### config.mk
export PLATFORM = sky130hd
export DESIGN_NAME = rpsm_top
export DESIGN_NICKNAME = d
export VERILOG_FILES = /design/src/core/rpsm_pkg.sv /design/src/core/rpsm_sel_mux.sv /design/src/core/rpsm_top.sv
export VERILOG_INCLUDE_DIRS = /design/src /design/src/core
export SDC_FILE = /design/constraint.sdc
export NUM_CORES = 1
export LEC_CHECK = 0
export BUFFER_PORTS_ARGS = -buffer_cell sky130_fd_sc_hd__buf_2
export CORE_MARGIN = 2
export CORE_UTILIZATION = 23
export DETAILED_ROUTE_END_ITERATION = 12
export GPL_ROUTABILITY_DRIVEN = 0
export HOLD_SLACK_MARGIN = 0.06
export PLACE_DENSITY = 0.46
export SETUP_SLACK_MARGIN = 0.1
export SLEW_MARGIN = 30
export SYNTH_ARGS = -nofsm -noshare
export SYNTH_HDL_FRONTEND = slang
export SYNTH_SLANG_ARGS = --single-unit
### constraint.sdc
create_clock -name sys_clk -period 3.58 [get_ports sys_clk]
set_input_delay 0 -clock sys_clk [delete_from_list [all_inputs] [get_ports sys_clk]]
set_output_delay 0 -clock sys_clk [all_outputs]
set_load 0.01 [all_outputs]
### src/core/rpsm_cfg.svh
`ifndef RPSM_CFG_SVH
`define RPSM_CFG_SVH

// ==========================================================
// Register map (word index; byte address is index times four)
`define RPSM_NUM_REGS 15
`define RPSM_IDX_W 4
`define RPSM_ADDR_LSB 2
`define RPSM_IDX_SS 4'h0
`define RPSM_IDX_CAN 4'h1
`define RPSM_IDX_SYNC 4'h2
`define RPSM_IDX_DTA 4'h3
`define RPSM_IDX_DTB 4'h4
`define RPSM_IDX_OUT0 4'h5
`define RPSM_IDX_OUT7 4'hC
`define RPSM_IDX_OUT8 4'hD
`define RPSM_IDX_OUT9 4'hE
`define RPSM_REG_RESET 16'h0000

// ==========================================================
// Field layout
`define RPSM_LO_LSB 0
`define RPSM_HI_LSB 8
`define RPSM_MASK_LO_IN 16'h007F
`define RPSM_MASK_HI_IN 16'h7F00
`define RPSM_MASK_BOTH_IN 16'h7F7F
`define RPSM_MASK_OUT_PAIR 16'h3F3F
`define RPSM_MASK_OUT_HI 16'h3F00
`define RPSM_MASK_OUT_LO 16'h003F
`define RPSM_MASK_NONE 16'h0000

// ==========================================================
// Select codes and pin counts
`define RPSM_CODE_GND 7'h00
`define RPSM_CODE_CMP 7'h01
`define RPSM_CODE_PIN_MAX 7'h79
`define RPSM_OUT_CODE_OFF 6'h00
`define RPSM_IN_SRC_N 122
`define RPSM_OUT_FUNC_N 64
`define RPSM_OUT_PINS 17
`define RPSM_PAIRED_PINS 14
`define RPSM_PIN_97 14
`define RPSM_PIN_118 15
`define RPSM_PIN_120 16

`endif

### src/core/rpsm_pkg.sv
`default_nettype none
package rpsm_pkg;
   typedef logic [15:0] rpsm_word_t;
   typedef logic [6:0] rpsm_in_sel_t;
   typedef logic [5:0] rpsm_out_sel_t;
   typedef logic [3:0] rpsm_idx_t;
   // Routed peripheral inputs, in port order
   typedef enum {RPSM_IN_SS, RPSM_IN_CAN, RPSM_IN_SYNC, RPSM_IN_DT1, RPSM_IN_DT2, RPSM_IN_DT3,
      RPSM_IN_COUNT} rpsm_in_t;
endpackage
`default_nettype wire

### src/core/rpsm_sel_mux.sv
`default_nettype none
module rpsm_sel_mux
#(
   parameter int SEL_W = 7,
   parameter int SRC_N = 122
)
(
   input wire logic sys_clk,
   input wire logic reset,
   input wire logic [SEL_W-1:0] sel,
   input wire logic [SRC_N-1:0] src,
   output logic outBit,
   output logic selActive
);
   initial
   begin
      if (SRC_N < 2 || SRC_N > (1 << SEL_W))
         $error("rpsm_sel_mux: SRC_N does not fit SEL_W");
   end

   logic outBit_next;

   // Codes past the source list read as ground
   always_comb
   begin
      outBit_next = 1'b0;
      if (int'(sel) < SRC_N)
         outBit_next = src[sel];
   end

   always_ff @(posedge sys_clk)
   begin
      if (reset)
      begin
         outBit <= 1'b0;
         selActive <= 1'b0;
      end
      else
      begin
         outBit <= outBit_next;
         selActive <= |sel;
      end
   end
endmodule
`default_nettype wire

### src/core/rpsm_top.sv
`include "rpsm_cfg.svh"
`default_nettype none
module rpsm_top
   import rpsm_pkg::*;
#(
   parameter int ADDR_W = 12,
   parameter bit HAS_CAN = 1'b1,
   parameter int IN_SRC_N = `RPSM_IN_SRC_N,
   parameter int OUT_FUNC_N = `RPSM_OUT_FUNC_N
)
(
   input wire logic sys_clk,
   input wire logic reset,
   input wire logic psel,
   input wire logic penable,
   input wire logic pwrite,
   input wire logic [ADDR_W-1:0] paddr,
   input wire logic [31:0] pwdata,
   input wire logic [3:0] pstrb,
   output logic [31:0] prdata,
   output logic pready,
   output logic pslverr,
   input wire logic [IN_SRC_N-1:0] remappablePinIn,
   input wire logic comparatorOneOutput,
   input wire logic [OUT_FUNC_N-1:0] peripheralFunctionOut,
   output logic serialTwoSlaveSelect,
   output logic canReceiveInput,
   output logic pwmSyncInputOne,
   output logic deadtimeCompInputOne,
   output logic deadtimeCompInputTwo,
   output logic deadtimeCompInputThree,
   output logic [`RPSM_OUT_PINS-1:0] remappablePinOut,
   output logic [`RPSM_OUT_PINS-1:0] remappablePinOutEn
);
   // ==========================================================
   // Elaboration checks
   initial
   begin
      if (ADDR_W < `RPSM_IDX_W + `RPSM_ADDR_LSB)
         $error("rpsm_top: ADDR_W too small for the register map");
      if (IN_SRC_N != int'(`RPSM_CODE_PIN_MAX) + 1)
         $error("rpsm_top: IN_SRC_N must cover codes up to pin 121");
      if (OUT_FUNC_N != (1 << 6))
         $error("rpsm_top: OUT_FUNC_N must match six-bit function codes");
   end

   // ==========================================================
   // Decoding helpers
   function automatic rpsm_word_t regMask(input rpsm_idx_t idx);
      rpsm_word_t m;
      m = `RPSM_MASK_OUT_PAIR;
      unique case (idx)
         `RPSM_IDX_SS: m = `RPSM_MASK_LO_IN;
         `RPSM_IDX_CAN: m = HAS_CAN ? `RPSM_MASK_LO_IN : `RPSM_MASK_NONE;
         `RPSM_IDX_SYNC: m = `RPSM_MASK_HI_IN;
         `RPSM_IDX_DTA: m = `RPSM_MASK_HI_IN;
         `RPSM_IDX_DTB: m = `RPSM_MASK_BOTH_IN;
         `RPSM_IDX_OUT7: m = `RPSM_MASK_OUT_HI;
         `RPSM_IDX_OUT8: m = `RPSM_MASK_OUT_HI;
         `RPSM_IDX_OUT9: m = `RPSM_MASK_OUT_LO;
         default: m = (idx < `RPSM_NUM_REGS) ? `RPSM_MASK_OUT_PAIR : `RPSM_MASK_NONE;
      endcase
      return m;
   endfunction

   function automatic rpsm_idx_t addrIdx(input logic [ADDR_W-1:0] a);
      return a[`RPSM_ADDR_LSB +: `RPSM_IDX_W];
   endfunction

   function automatic logic addrMapped(input logic [ADDR_W-1:0] a);
      logic ok;
      ok = (a[`RPSM_ADDR_LSB-1:0] == '0) && (addrIdx(a) < `RPSM_NUM_REGS);
      if (ADDR_W > `RPSM_IDX_W + `RPSM_ADDR_LSB)
         ok = ok && (a >> (`RPSM_IDX_W + `RPSM_ADDR_LSB)) == '0;
      return ok;
   endfunction

   // Output pin k: register and field position
   function automatic rpsm_idx_t pinReg(input int k);
      rpsm_idx_t r;
      if (k < `RPSM_PAIRED_PINS)
         r = `RPSM_IDX_OUT0 + rpsm_idx_t'(k / 2);
      else if (k == `RPSM_PIN_97)
         r = `RPSM_IDX_OUT7;
      else if (k == `RPSM_PIN_118)
         r = `RPSM_IDX_OUT8;
      else
         r = `RPSM_IDX_OUT9;
      return r;
   endfunction

   function automatic int pinLsb(input int k);
      if (k < `RPSM_PAIRED_PINS)
         return (k % 2 == 1) ? `RPSM_HI_LSB : `RPSM_LO_LSB;
      else if (k == `RPSM_PIN_120)
         return `RPSM_LO_LSB;
      else
         return `RPSM_HI_LSB;
   endfunction

   // ==========================================================
   // APB slave
   rpsm_word_t mapReg [`RPSM_NUM_REGS];
   logic setupPhase;
   logic writeDone;
   rpsm_idx_t accIdx;
   rpsm_word_t wrMask;
   rpsm_word_t rdWord;

   assign setupPhase = psel && !penable;
   assign writeDone = psel && penable && pready && pwrite && addrMapped(paddr);
   assign accIdx = addrIdx(paddr);
   assign wrMask = regMask(accIdx) & {{8{pstrb[1]}}, {8{pstrb[0]}}};
   assign rdWord = addrMapped(paddr) ? (mapReg[accIdx] & regMask(accIdx)) : `RPSM_REG_RESET;

   // Zero wait: answer rises in the access cycle
   always_ff @(posedge sys_clk)
   begin
      if (reset)
      begin
         pready <= 1'b0;
         pslverr <= 1'b0;
         prdata <= '0;
      end
      else
      begin
         pready <= setupPhase;
         pslverr <= setupPhase && !addrMapped(paddr);
         prdata <= setupPhase && !pwrite ? {16'h0000, rdWord} : '0;
      end
   end

   // Register file; write lands at the completing edge
   always_ff @(posedge sys_clk)
   begin
      if (reset)
      begin
         for (int i = 0; i < `RPSM_NUM_REGS; i++)
            mapReg[i] <= `RPSM_REG_RESET;
      end
      else if (writeDone)
      begin
         mapReg[accIdx] <= (mapReg[accIdx] & ~wrMask) | (pwdata[15:0] & wrMask);
      end
   end

   // ==========================================================
   // Input routing
   rpsm_in_sel_t inSel [RPSM_IN_COUNT];
   logic [RPSM_IN_COUNT-1:0] inRouted;
   logic [IN_SRC_N-1:0] inSrc;

   assign inSrc = {remappablePinIn[IN_SRC_N-1:2], comparatorOneOutput, 1'b0};
   assign inSel[RPSM_IN_SS] = mapReg[`RPSM_IDX_SS][`RPSM_LO_LSB +: 7];
   assign inSel[RPSM_IN_CAN] = HAS_CAN ? mapReg[`RPSM_IDX_CAN][`RPSM_LO_LSB +: 7] : `RPSM_CODE_GND;
   assign inSel[RPSM_IN_SYNC] = mapReg[`RPSM_IDX_SYNC][`RPSM_HI_LSB +: 7];
   assign inSel[RPSM_IN_DT1] = mapReg[`RPSM_IDX_DTA][`RPSM_HI_LSB +: 7];
   assign inSel[RPSM_IN_DT2] = mapReg[`RPSM_IDX_DTB][`RPSM_LO_LSB +: 7];
   assign inSel[RPSM_IN_DT3] = mapReg[`RPSM_IDX_DTB][`RPSM_HI_LSB +: 7];

   genvar gi;
   generate
      for (gi = 0; gi < RPSM_IN_COUNT; gi++)
      begin : g_in
         rpsm_sel_mux #(.SEL_W(7), .SRC_N(IN_SRC_N)) u_mux
         (
            .sys_clk(sys_clk),
            .reset(reset),
            .sel(inSel[gi]),
            .src(inSrc),
            .outBit(inRouted[gi]),
            .selActive()
         );
      end
   endgenerate

   assign serialTwoSlaveSelect = inRouted[RPSM_IN_SS];
   assign canReceiveInput = inRouted[RPSM_IN_CAN];
   assign pwmSyncInputOne = inRouted[RPSM_IN_SYNC];
   assign deadtimeCompInputOne = inRouted[RPSM_IN_DT1];
   assign deadtimeCompInputTwo = inRouted[RPSM_IN_DT2];
   assign deadtimeCompInputThree = inRouted[RPSM_IN_DT3];

   // ==========================================================
   // Output routing; code zero leaves the pin undriven
   rpsm_out_sel_t outSel [`RPSM_OUT_PINS];
   logic [OUT_FUNC_N-1:0] outSrc;

   assign outSrc = {peripheralFunctionOut[OUT_FUNC_N-1:1], 1'b0};

   generate
      for (gi = 0; gi < `RPSM_OUT_PINS; gi++)
      begin : g_out
         assign outSel[gi] = mapReg[pinReg(gi)][pinLsb(gi) +: 6];
         rpsm_sel_mux #(.SEL_W(6), .SRC_N(OUT_FUNC_N)) u_mux
         (
            .sys_clk(sys_clk),
            .reset(reset),
            .sel(outSel[gi]),
            .src(outSrc),
            .outBit(remappablePinOut[gi]),
            .selActive(remappablePinOutEn[gi])
         );
      end
   endgenerate
endmodule
`default_nettype wire

* After elaboration in Yosys (flattened, before gate mapping)
Memory sizes are Yosys's and may differ from the RTL's.
Cells that the tools add are included.
** Storage, ports and cells
- Register bits :: 74
- RAM bits :: 240
- Output and inout port bits :: 74
- Bits of input ports :: 240
- Memories kept :: 1
- Logic and storage cells :: 196
** Memory list
- mapReg :: depth 15, bits a word 16, read ports 16, clocked after Yosys merged registers in 0, wr ports 15, RTL line rpsm_top.sv:103 : rpsm_word_t mapReg [`RPSM_NUM_REGS];
** Operators by class
- $lt $le $gt $ge :: 30
- Mux-type cells :: 57
- Equality and inequality tests :: 7
- Reduce and logical (&&, ||, !) cells :: 43
- Bitwise gates (word level) :: 14
** Operators with widths (number)
- $lt A6 B7 Y1 const B :: 17
- $bmux W1 S6 :: 17
- $reduce_or A6 Y1 :: 17
- $pmux W15 S5 :: 1
- $and A16 B16 Y16 :: 4
- $lt A7 B8 Y1 const B :: 6
- $bmux W1 S7 :: 6
- $lt A7 B7 Y1 const B :: 6
- $mux W1 :: 30
- $reduce_or A2 Y1 :: 9
- $mux W16 :: 1
- $not A16 Y16 :: 1
- $or A16 B16 Y16 :: 1
- $reduce_or A16 Y1 :: 1
- $mux W14 :: 1
- $eq A4 B4 Y1 const B :: 3
- $logic_not A12 Y1 :: 1
- $logic_and A1 B1 Y1 :: 9
- $eq A4 B2 Y1 const B :: 2
- $not A1 Y1 :: 8
- $eq A4 B1 Y1 const B :: 1
- $eq A4 B3 Y1 const B :: 1
- $logic_not A4 Y1 :: 1
- $lt A4 B4 Y1 const B :: 1
- other kinds (4) :: 6

* Longest topological paths before layout
Gate-level depths: netlist of the first run.
- Depth in word-level cells :: 9
- Depth in mapped cells :: 10
- Mapped depth without buffers :: 6

* Cells and area by module
From an unflattened synthesis of the first run, not the netlist that was laid out.
** Second synthesis, totals
- Cells, all modules :: 2500
- Area, all modules :: 30355.4 sq um
** By module, submodules not included
- rpsm_top :: times used 1, seq. area each 7046.8 sq um, cells an instance 869, area an instance 11572.3 sq um
- rpsm_sel_mux (g_out[0].u_mux ...) :: times used 17, seq. area each 40.0 sq um, cells an instance 55, area an instance 660.6 sq um
- rpsm_sel_mux (g_in[2].u_mux ...) :: times used 4, seq. area each 40.0 sq um, cells an instance 123, area an instance 1290.0 sq um
- rpsm_sel_mux (g_in[0].u_mux ...) :: times used 2, seq. area each 40.0 sq um, cells an instance 102, area an instance 1196.1 sq um

* Worst setup path after synthesis of the first run
OpenSTA, ideal clock, no wires.
- Path kind :: register to register
- From :: register pready
- To :: memory mapReg[9][0] in the netlist's numbering (enable)
- Path buffers :: 1
- Stages on the path, launching flop included :: 7
- Slack :: 1.320 ns
- Library setup time :: 0.361 ns
- Arrival time :: 1.899 ns
- Data required time :: 3.219 ns
- Period minus slack after synthesis :: 2.260 ns
- Cells stage by stage :: dfxtp_1 nand3_1 or3_1 nor3b_1 nand2_1 clkbuf_1 nand2_1
** RTL lines
- start: declaration :: RTL line rpsm_top.sv:21 : output logic pready,
- start signal: assignment :: RTL line rpsm_top.sv:127 : pready <= setupPhase;
- end: declaration :: RTL line rpsm_top.sv:103

==> reports/results.tsv, run 1 <==
metric	value	unit
drv_cap	0	
nets	2543	
power.density	318	nW/um^2
clockBufferDepth	3	
synth_top_family_by_area	multiplexers	
p_leak	10.8	nW
synth_flop_cell	edfxtp_1	
initial_core_util	23.1	%
avgSynthCellArea	13.0	um^2
muxShareOfSynthArea	47.7	%
fin_tns_setup	0	ps
swShare	32.2	%
vdd_drop_max	0.000221	V
cts.sinks	280	
clkPwrFrac	35.7	%
synthAdderAreaFrac	0	%
status	finished, final reports clean	
rows	128	
synthToLayoutAreaGrowth	13.1	%
yosys.area_share.simple	10.3	%
reg2reg_slack	760	ps
overflow	0	
period_share	89.1	%
grt_max_degree	39	
skew	22.9	ps
grt_setup_unrepaired	no	
drv_slew	0	
yosysSeqAreaShare	27.9	%
yosys_warnings	0	
htree_levels	2	
crit_chain	dlygate4sd3_1, buf_2, nor4_1, dlygate4sd3_1, nand2_1, or3_1, nor3b_1, nand2_1, buf_4, nand2_1	
netlist_instances	2165	
grt_antenna_before_repair	9	
tightest_slew	928	ps
die-area	125000	um^2
fin_util	26.1	%
fmax	314	MHz
switchingPower	3.26	mW
min_path_type	primary input to flop	
grt_pass1_vias	21600	
timing.rr.start	mapReg[0][1]	
worstPathRequired	3770	ps
cts_root_buf	clkbuf_16	
netlist_area	28100	um^2
synth-xor-area-share	0	%
synth_edf_count	224	
avgViaCountPerCell	5.62	
cts.clk_slew.worst_paths	60	ps
path_class	primary input to flop	
synth-compound-area-share	6.22	%
cp_slowest_cell	dlygate4sd3_1	
setup_violations	0	
hpwlAfterDp	81300	um
layout-drive-gt1-share	44.1	%
end_kind	flop	
period_needed	3190	ps
wirelength	118000	um
drtIter0Drc	2847	
route.vias.total	22300	
firstDrtPassIters	6	
min_from	pstrb[1]	
pwr-share-seq	37.8	%
grt_pass1_wl	167000	um
hold_viol	0	
cts_tree	done	
combPwrFrac	26.5	%
num_io_pins	314	
port_buffers	272	
max_slew_margin	38.1	%
timing.critical_path.from	paddr[10]	
final_cell_mix	473 x mux4_2, 271 x buf_2, 244 x nor2_1	
crit_top_cell	nand2_1	
die_h	353	um
avgRoutedWirePerCell	29.7	um
critPathMaxStageDelay	580	ps
clk_latency	570	ps
core_region_area	122000	um^2
synth_cell_type_count	68	
track_usage	18.3	%
power	10.1	mW
crit_path_start_kind	primary input	
synth-seq-cells	280	
layout_commonest_cell	mux4_2	
path_max_fanout	15	
ant_nets	0	
internal-power	6.85	mW
die_width	353	um
drc_errors	0	
synth_async_sr_flop_share	0	%
final_cell_area	31800	um^2
place_area	30400	um^2
cp.arrival	3380	ps
cts_inserted_buffers	36	
cts_setup_buffers	0	
## critical path, delay by kind of cell
family | cells | cell delay [ps]
AND/OR/NAND/NOR | 6 | 1930
buffers and inverters | 4 | 1450
## Yosys cell counts (5+ instances only)
| master | number | area, um^2 |
|---|---|---|
| mux4_1 | 41 | 1080 |
| inv_2 | 14 | 52.6 |
| o221ai_1 | 5 | 43.8 |
| mux2i_4 | 14 | 315 |
| and3_1 | 22 | 138 |
| nand2b_1 | 11 | 68.8 |
| o21ai_0 | 35 | 175 |
| nor2b_1 | 47 | 294 |
| nand2_1 | 113 | 424 |
| mux2_2 | 28 | 315 |
| nor3_1 | 24 | 120 |
| dfxtp_1 | 56 | 1120 |
| o311ai_0 | 7 | 61.3 |
| nor4_1 | 16 | 100 |
| o21a_1 | 11 | 82.6 |
| and2_1 | 8 | 50.1 |
| nand3b_1 | 7 | 52.6 |
| buf_4 | 65 | 488 |
| a31oi_1 | 14 | 87.6 |
| edfxtp_1 | 224 | 6730 |
| clkbuf_8 | 23 | 317 |
| nor3b_1 | 7 | 52.6 |
| a21oi_1 | 57 | 285 |
| a2111oi_0 | 11 | 96.3 |
| nor2_2 | 47 | 294 |
| inv_1 | 12 | 45.0 |
| nand3_1 | 34 | 170 |
| a22oi_1 | 21 | 158 |
| nor2_1 | 244 | 916 |
| buf_2 | 42 | 210 |
| o32ai_1 | 6 | 52.6 |
| a22o_1 | 11 | 96.3 |
| buf_6 | 31 | 349 |
| a211oi_1 | 29 | 218 |
| o211ai_1 | 10 | 75.1 |
| buf_1 | 16 | 60.1 |
| nand4_1 | 16 | 100 |
| clkbuf_1 | 150 | 563 |
| mux4_2 | 473 | 10700 |
| mux2i_1 | 104 | 1040 |
## kinds of logic (layout without fill, tap and decap cells)
logic type	count (synthesis)	after routing
other	1	39
AND/OR/NAND/NOR	611	611
flip-flops	280	280
AO/OA/AOI/OAI	253	253
multiplexers	660	660
buffers and inverters	360	493
## repair_timing
action,CTS,global route
gates resized for setup,0,2
hold endpoints to repair,149,0
endpoints found under the setup margin,0,15
hold buffers,20,0
## registers in the layout, summed over array words and instances (netlist names)
name and flops:
g_in.u_mux.outBit 6, g_out.u_mux.outBit 17, g_out.u_mux.selActive 17, mapReg 224, prdata 14, pready 1, pslverr 1
## area by class of cell
| type | instances | area (um^2) |
|---|---|---|
| fill | 12600 | 89800 |
| multi-input combinational | 1556 | 18200 |
| sequential | 280 | 7850 |
| timing repair buffer | 402 | 2460 |
| tap | 1625 | 2030 |
| clock buffer | 44 | 952 |
| clock inverter | 20 | 180 |
| inverter | 27 | 101 |
| antenna | 7 | 17.5 |
## per-stage QoR
step / hold WS [ps] / setup WS, ps / instances
5_1_grt: 97.3 / 142 / 3959
4_1_cts: 60.0 / 276 / 3952
2_1_floorplan: 79.9 / 1320 / 2196
3_5_place_dp: 218 / 583 / 3868
6_report: 79.6 / 391 / 3961
3_3_place_gp: 218 / 543 / 3868
## final timing paths
check,to,depth (start not counted)
worst max-delay path,mapReg[1][0],10
worst min register to register,g_out[15].u_mux.outBit,1
worst min-delay path,mapReg[15][14],4
worst max register to register,g_in[0].u_mux.outBit,6
## power groups by stage
stage / registers (mW) / clock network (mW) / logic [mW]
2_1_floorplan: 3.77 / 0 / 1.83
3_3_place_gp: 3.89 / 0 / 2.61
3_5_place_dp: 3.89 / 0 / 2.61
4_1_cts: 3.82 / 3.69 / 2.64
5_1_grt: 3.83 / 3.78 / 2.80
6_report: 3.82 / 3.61 / 2.68
## metal layers
layer,track usage [%],routed length [um],vias up
met2,29.4,55400,1293
met4,6.89,4630,4
met3,3.77,11000,230
li1,-,-,9046
met1,24.3,46700,11700
met5,0,23,-
Power figures use the tool's default switching activity.
==> run 2: changes to the inputs <==
--- a/config.mk
+++ b/config.mk
@@ -7,13 +7,14 @@
 export NUM_CORES = 1
 export LEC_CHECK = 0
 export BUFFER_PORTS_ARGS = -buffer_cell sky130_fd_sc_hd__buf_2
-export CORE_MARGIN = 2
+export CORE_MARGIN = 5
 export CORE_UTILIZATION = 23
 export DETAILED_ROUTE_END_ITERATION = 12
 export GPL_ROUTABILITY_DRIVEN = 0
 export HOLD_SLACK_MARGIN = 0.06
 export PLACE_DENSITY = 0.46
 export SETUP_SLACK_MARGIN = 0.1
+export SKIP_CTS_REPAIR_TIMING = 1
 export SLEW_MARGIN = 30
 export SYNTH_ARGS = -nofsm -noshare
 export SYNTH_HDL_FRONTEND = slang
==> run 2 against run 1 <==
Combinational power is essentially flat. Worst setup slack better by 360 ps. Clock-buffer cell count down 4. Maximum frequency grew 13%. Clock power grew 2%. Critical endpoint is now mapReg[0][11]. Total power rose by 0.75%. Final cell count down 0.61%. Via count increased by 0.36%.
==> reports/results.tsv, run 2 (same netlist as run 1, synthesis figures left out) <==
metric	value	unit
fin_tns_setup	0	ps
clockBufferDepth	3	
overflow	0	
period_share	79.1	%
route.vias.total	22300	
drc_errors	0	
grt_pass1_wl	169000	um
path_max_fanout	16	
grt_pass1_vias	22100	
fmax	353	MHz
die_width	359	um
final_cell_mix	473 x mux4_2, 271 x buf_2, 244 x nor2_1	
final_cell_area	31700	um^2
avgRoutedWirePerCell	30.4	um
regArea	7850	um^2
num_io_pins	314	
cts_tree	done	
cts_root_buf	clkbuf_16	
initial_core_util	23.1	%
vdd_drop_max	0.000216	V
hold_viol	0	
htree_levels	2	
max_flop_register	mapReg	
layout_commonest_cell	mux4_2	
largestRegisters	mapReg x224, g_out.u_mux.outBit x17, g_out.u_mux.selActive x17	
crit_path_start_kind	flop	
cts_inserted_buffers	34	
hpwlAfterDp	82000	um
avgViaCountPerCell	5.68	
cp.arrival	3090	ps
end_kind	flop	
power	10.2	mW
cts.sinks	280	
grt_antenna_before_repair	8	
rows	128	
dp_cells	3860	
drtIter0Drc	2708	
place_area	30400	um^2
wirelength	120000	um
power.density	322	nW/um^2
grt_max_degree	39	
port_buffers	272	
track_usage	17.8	%
worstPathRequired	3840	ps
core_region_area	122000	um^2
clk_latency	560	ps
layout-drive-gt1-share	43.8	%
skew	32.2	ps
drv_cap	0	
drv_slew	0	
synthToLayoutAreaGrowth	12.8	%
die_h	359	um
setup_violations	0	
min_path_type	primary input to flop	
largest_register_ffs	224	
grt_setup_unrepaired	no	
firstDrtPassIters	6	
max_slew_margin	41.2	%
ant_nets	0	
nets	2524	
status	finished, final reports clean	
path_class	flop to flop	
fillers	12600	
die-area	129000	um^2
tightest_slew	879	ps
period_needed	2830	ps
fin_cells	3937	
cts.clk_slew.worst_paths	60	ps
p_leak	10.8	nW
multi_input_area	18200	um^2
## run 2: worst max-delay path, stage by stage, from the launching register on
cell and delay, ps:
edfxtp_1 620, mux4_1 660, mux4_2 560, mux2i_4 580
nor2_1 110
## run 2: per-layer routing
metal / wire [um] / GRT usage, %
met2: 56600 / 28.8
met5: 34 / 0
met1: 46800 / 23.3
met3: 11400 / 4.24
met4: 4960 / 6.29
## run 2: final cells by class
cell class	instances	share of cell area (%)
inverter	27	0.320
antenna	2	0.0158
timing repair buffer	385	7.40
sequential	280	24.8
clock buffer	40	2.96
multi-input combinational	1556	57.4
tap	1625	6.42
clock inverter	22	0.719
## run 2: where the power goes
part,switching (mW),internal (mW)
combinational,1.48,1.19
clock,1.50,2.18
sequential,0.178,3.65
total,3.17,7.02
## run 2: path summary, 6_finish.rpt
| path | from | endpoint | slack [ps] | depth (start not counted) |
|---|---|---|---|---|
| setup / recovery | mapReg[10][11] | mapReg[0][11] | 750 | 4 |
| hold / removal | pwdata[12] | mapReg[15][12] | 70 | 4 |
| setup reg to reg | mapReg[10][11] | mapReg[0][11] | 750 | 4 |
| hold reg to reg | mapReg[13][12] | g_out[15].u_mux.outBit | 630 | 1 |
## run 2: per-stage QoR
| step | worst slack [ps] | hold WS (ps) | utilization, % |
|---|---|---|---|
| 6_report | 747 | 69.3 | 26.1 |
| 5_1_grt | 612 | 63.7 | 26.0 |
| 4_1_cts | 725 | -348 | 25.9 |
| 3_5_place_dp | 633 | 241 | 25.0 |
| 3_3_place_gp | 643 | 237 | 25.0 |
| 2_1_floorplan | 1320 | 79.9 | - |
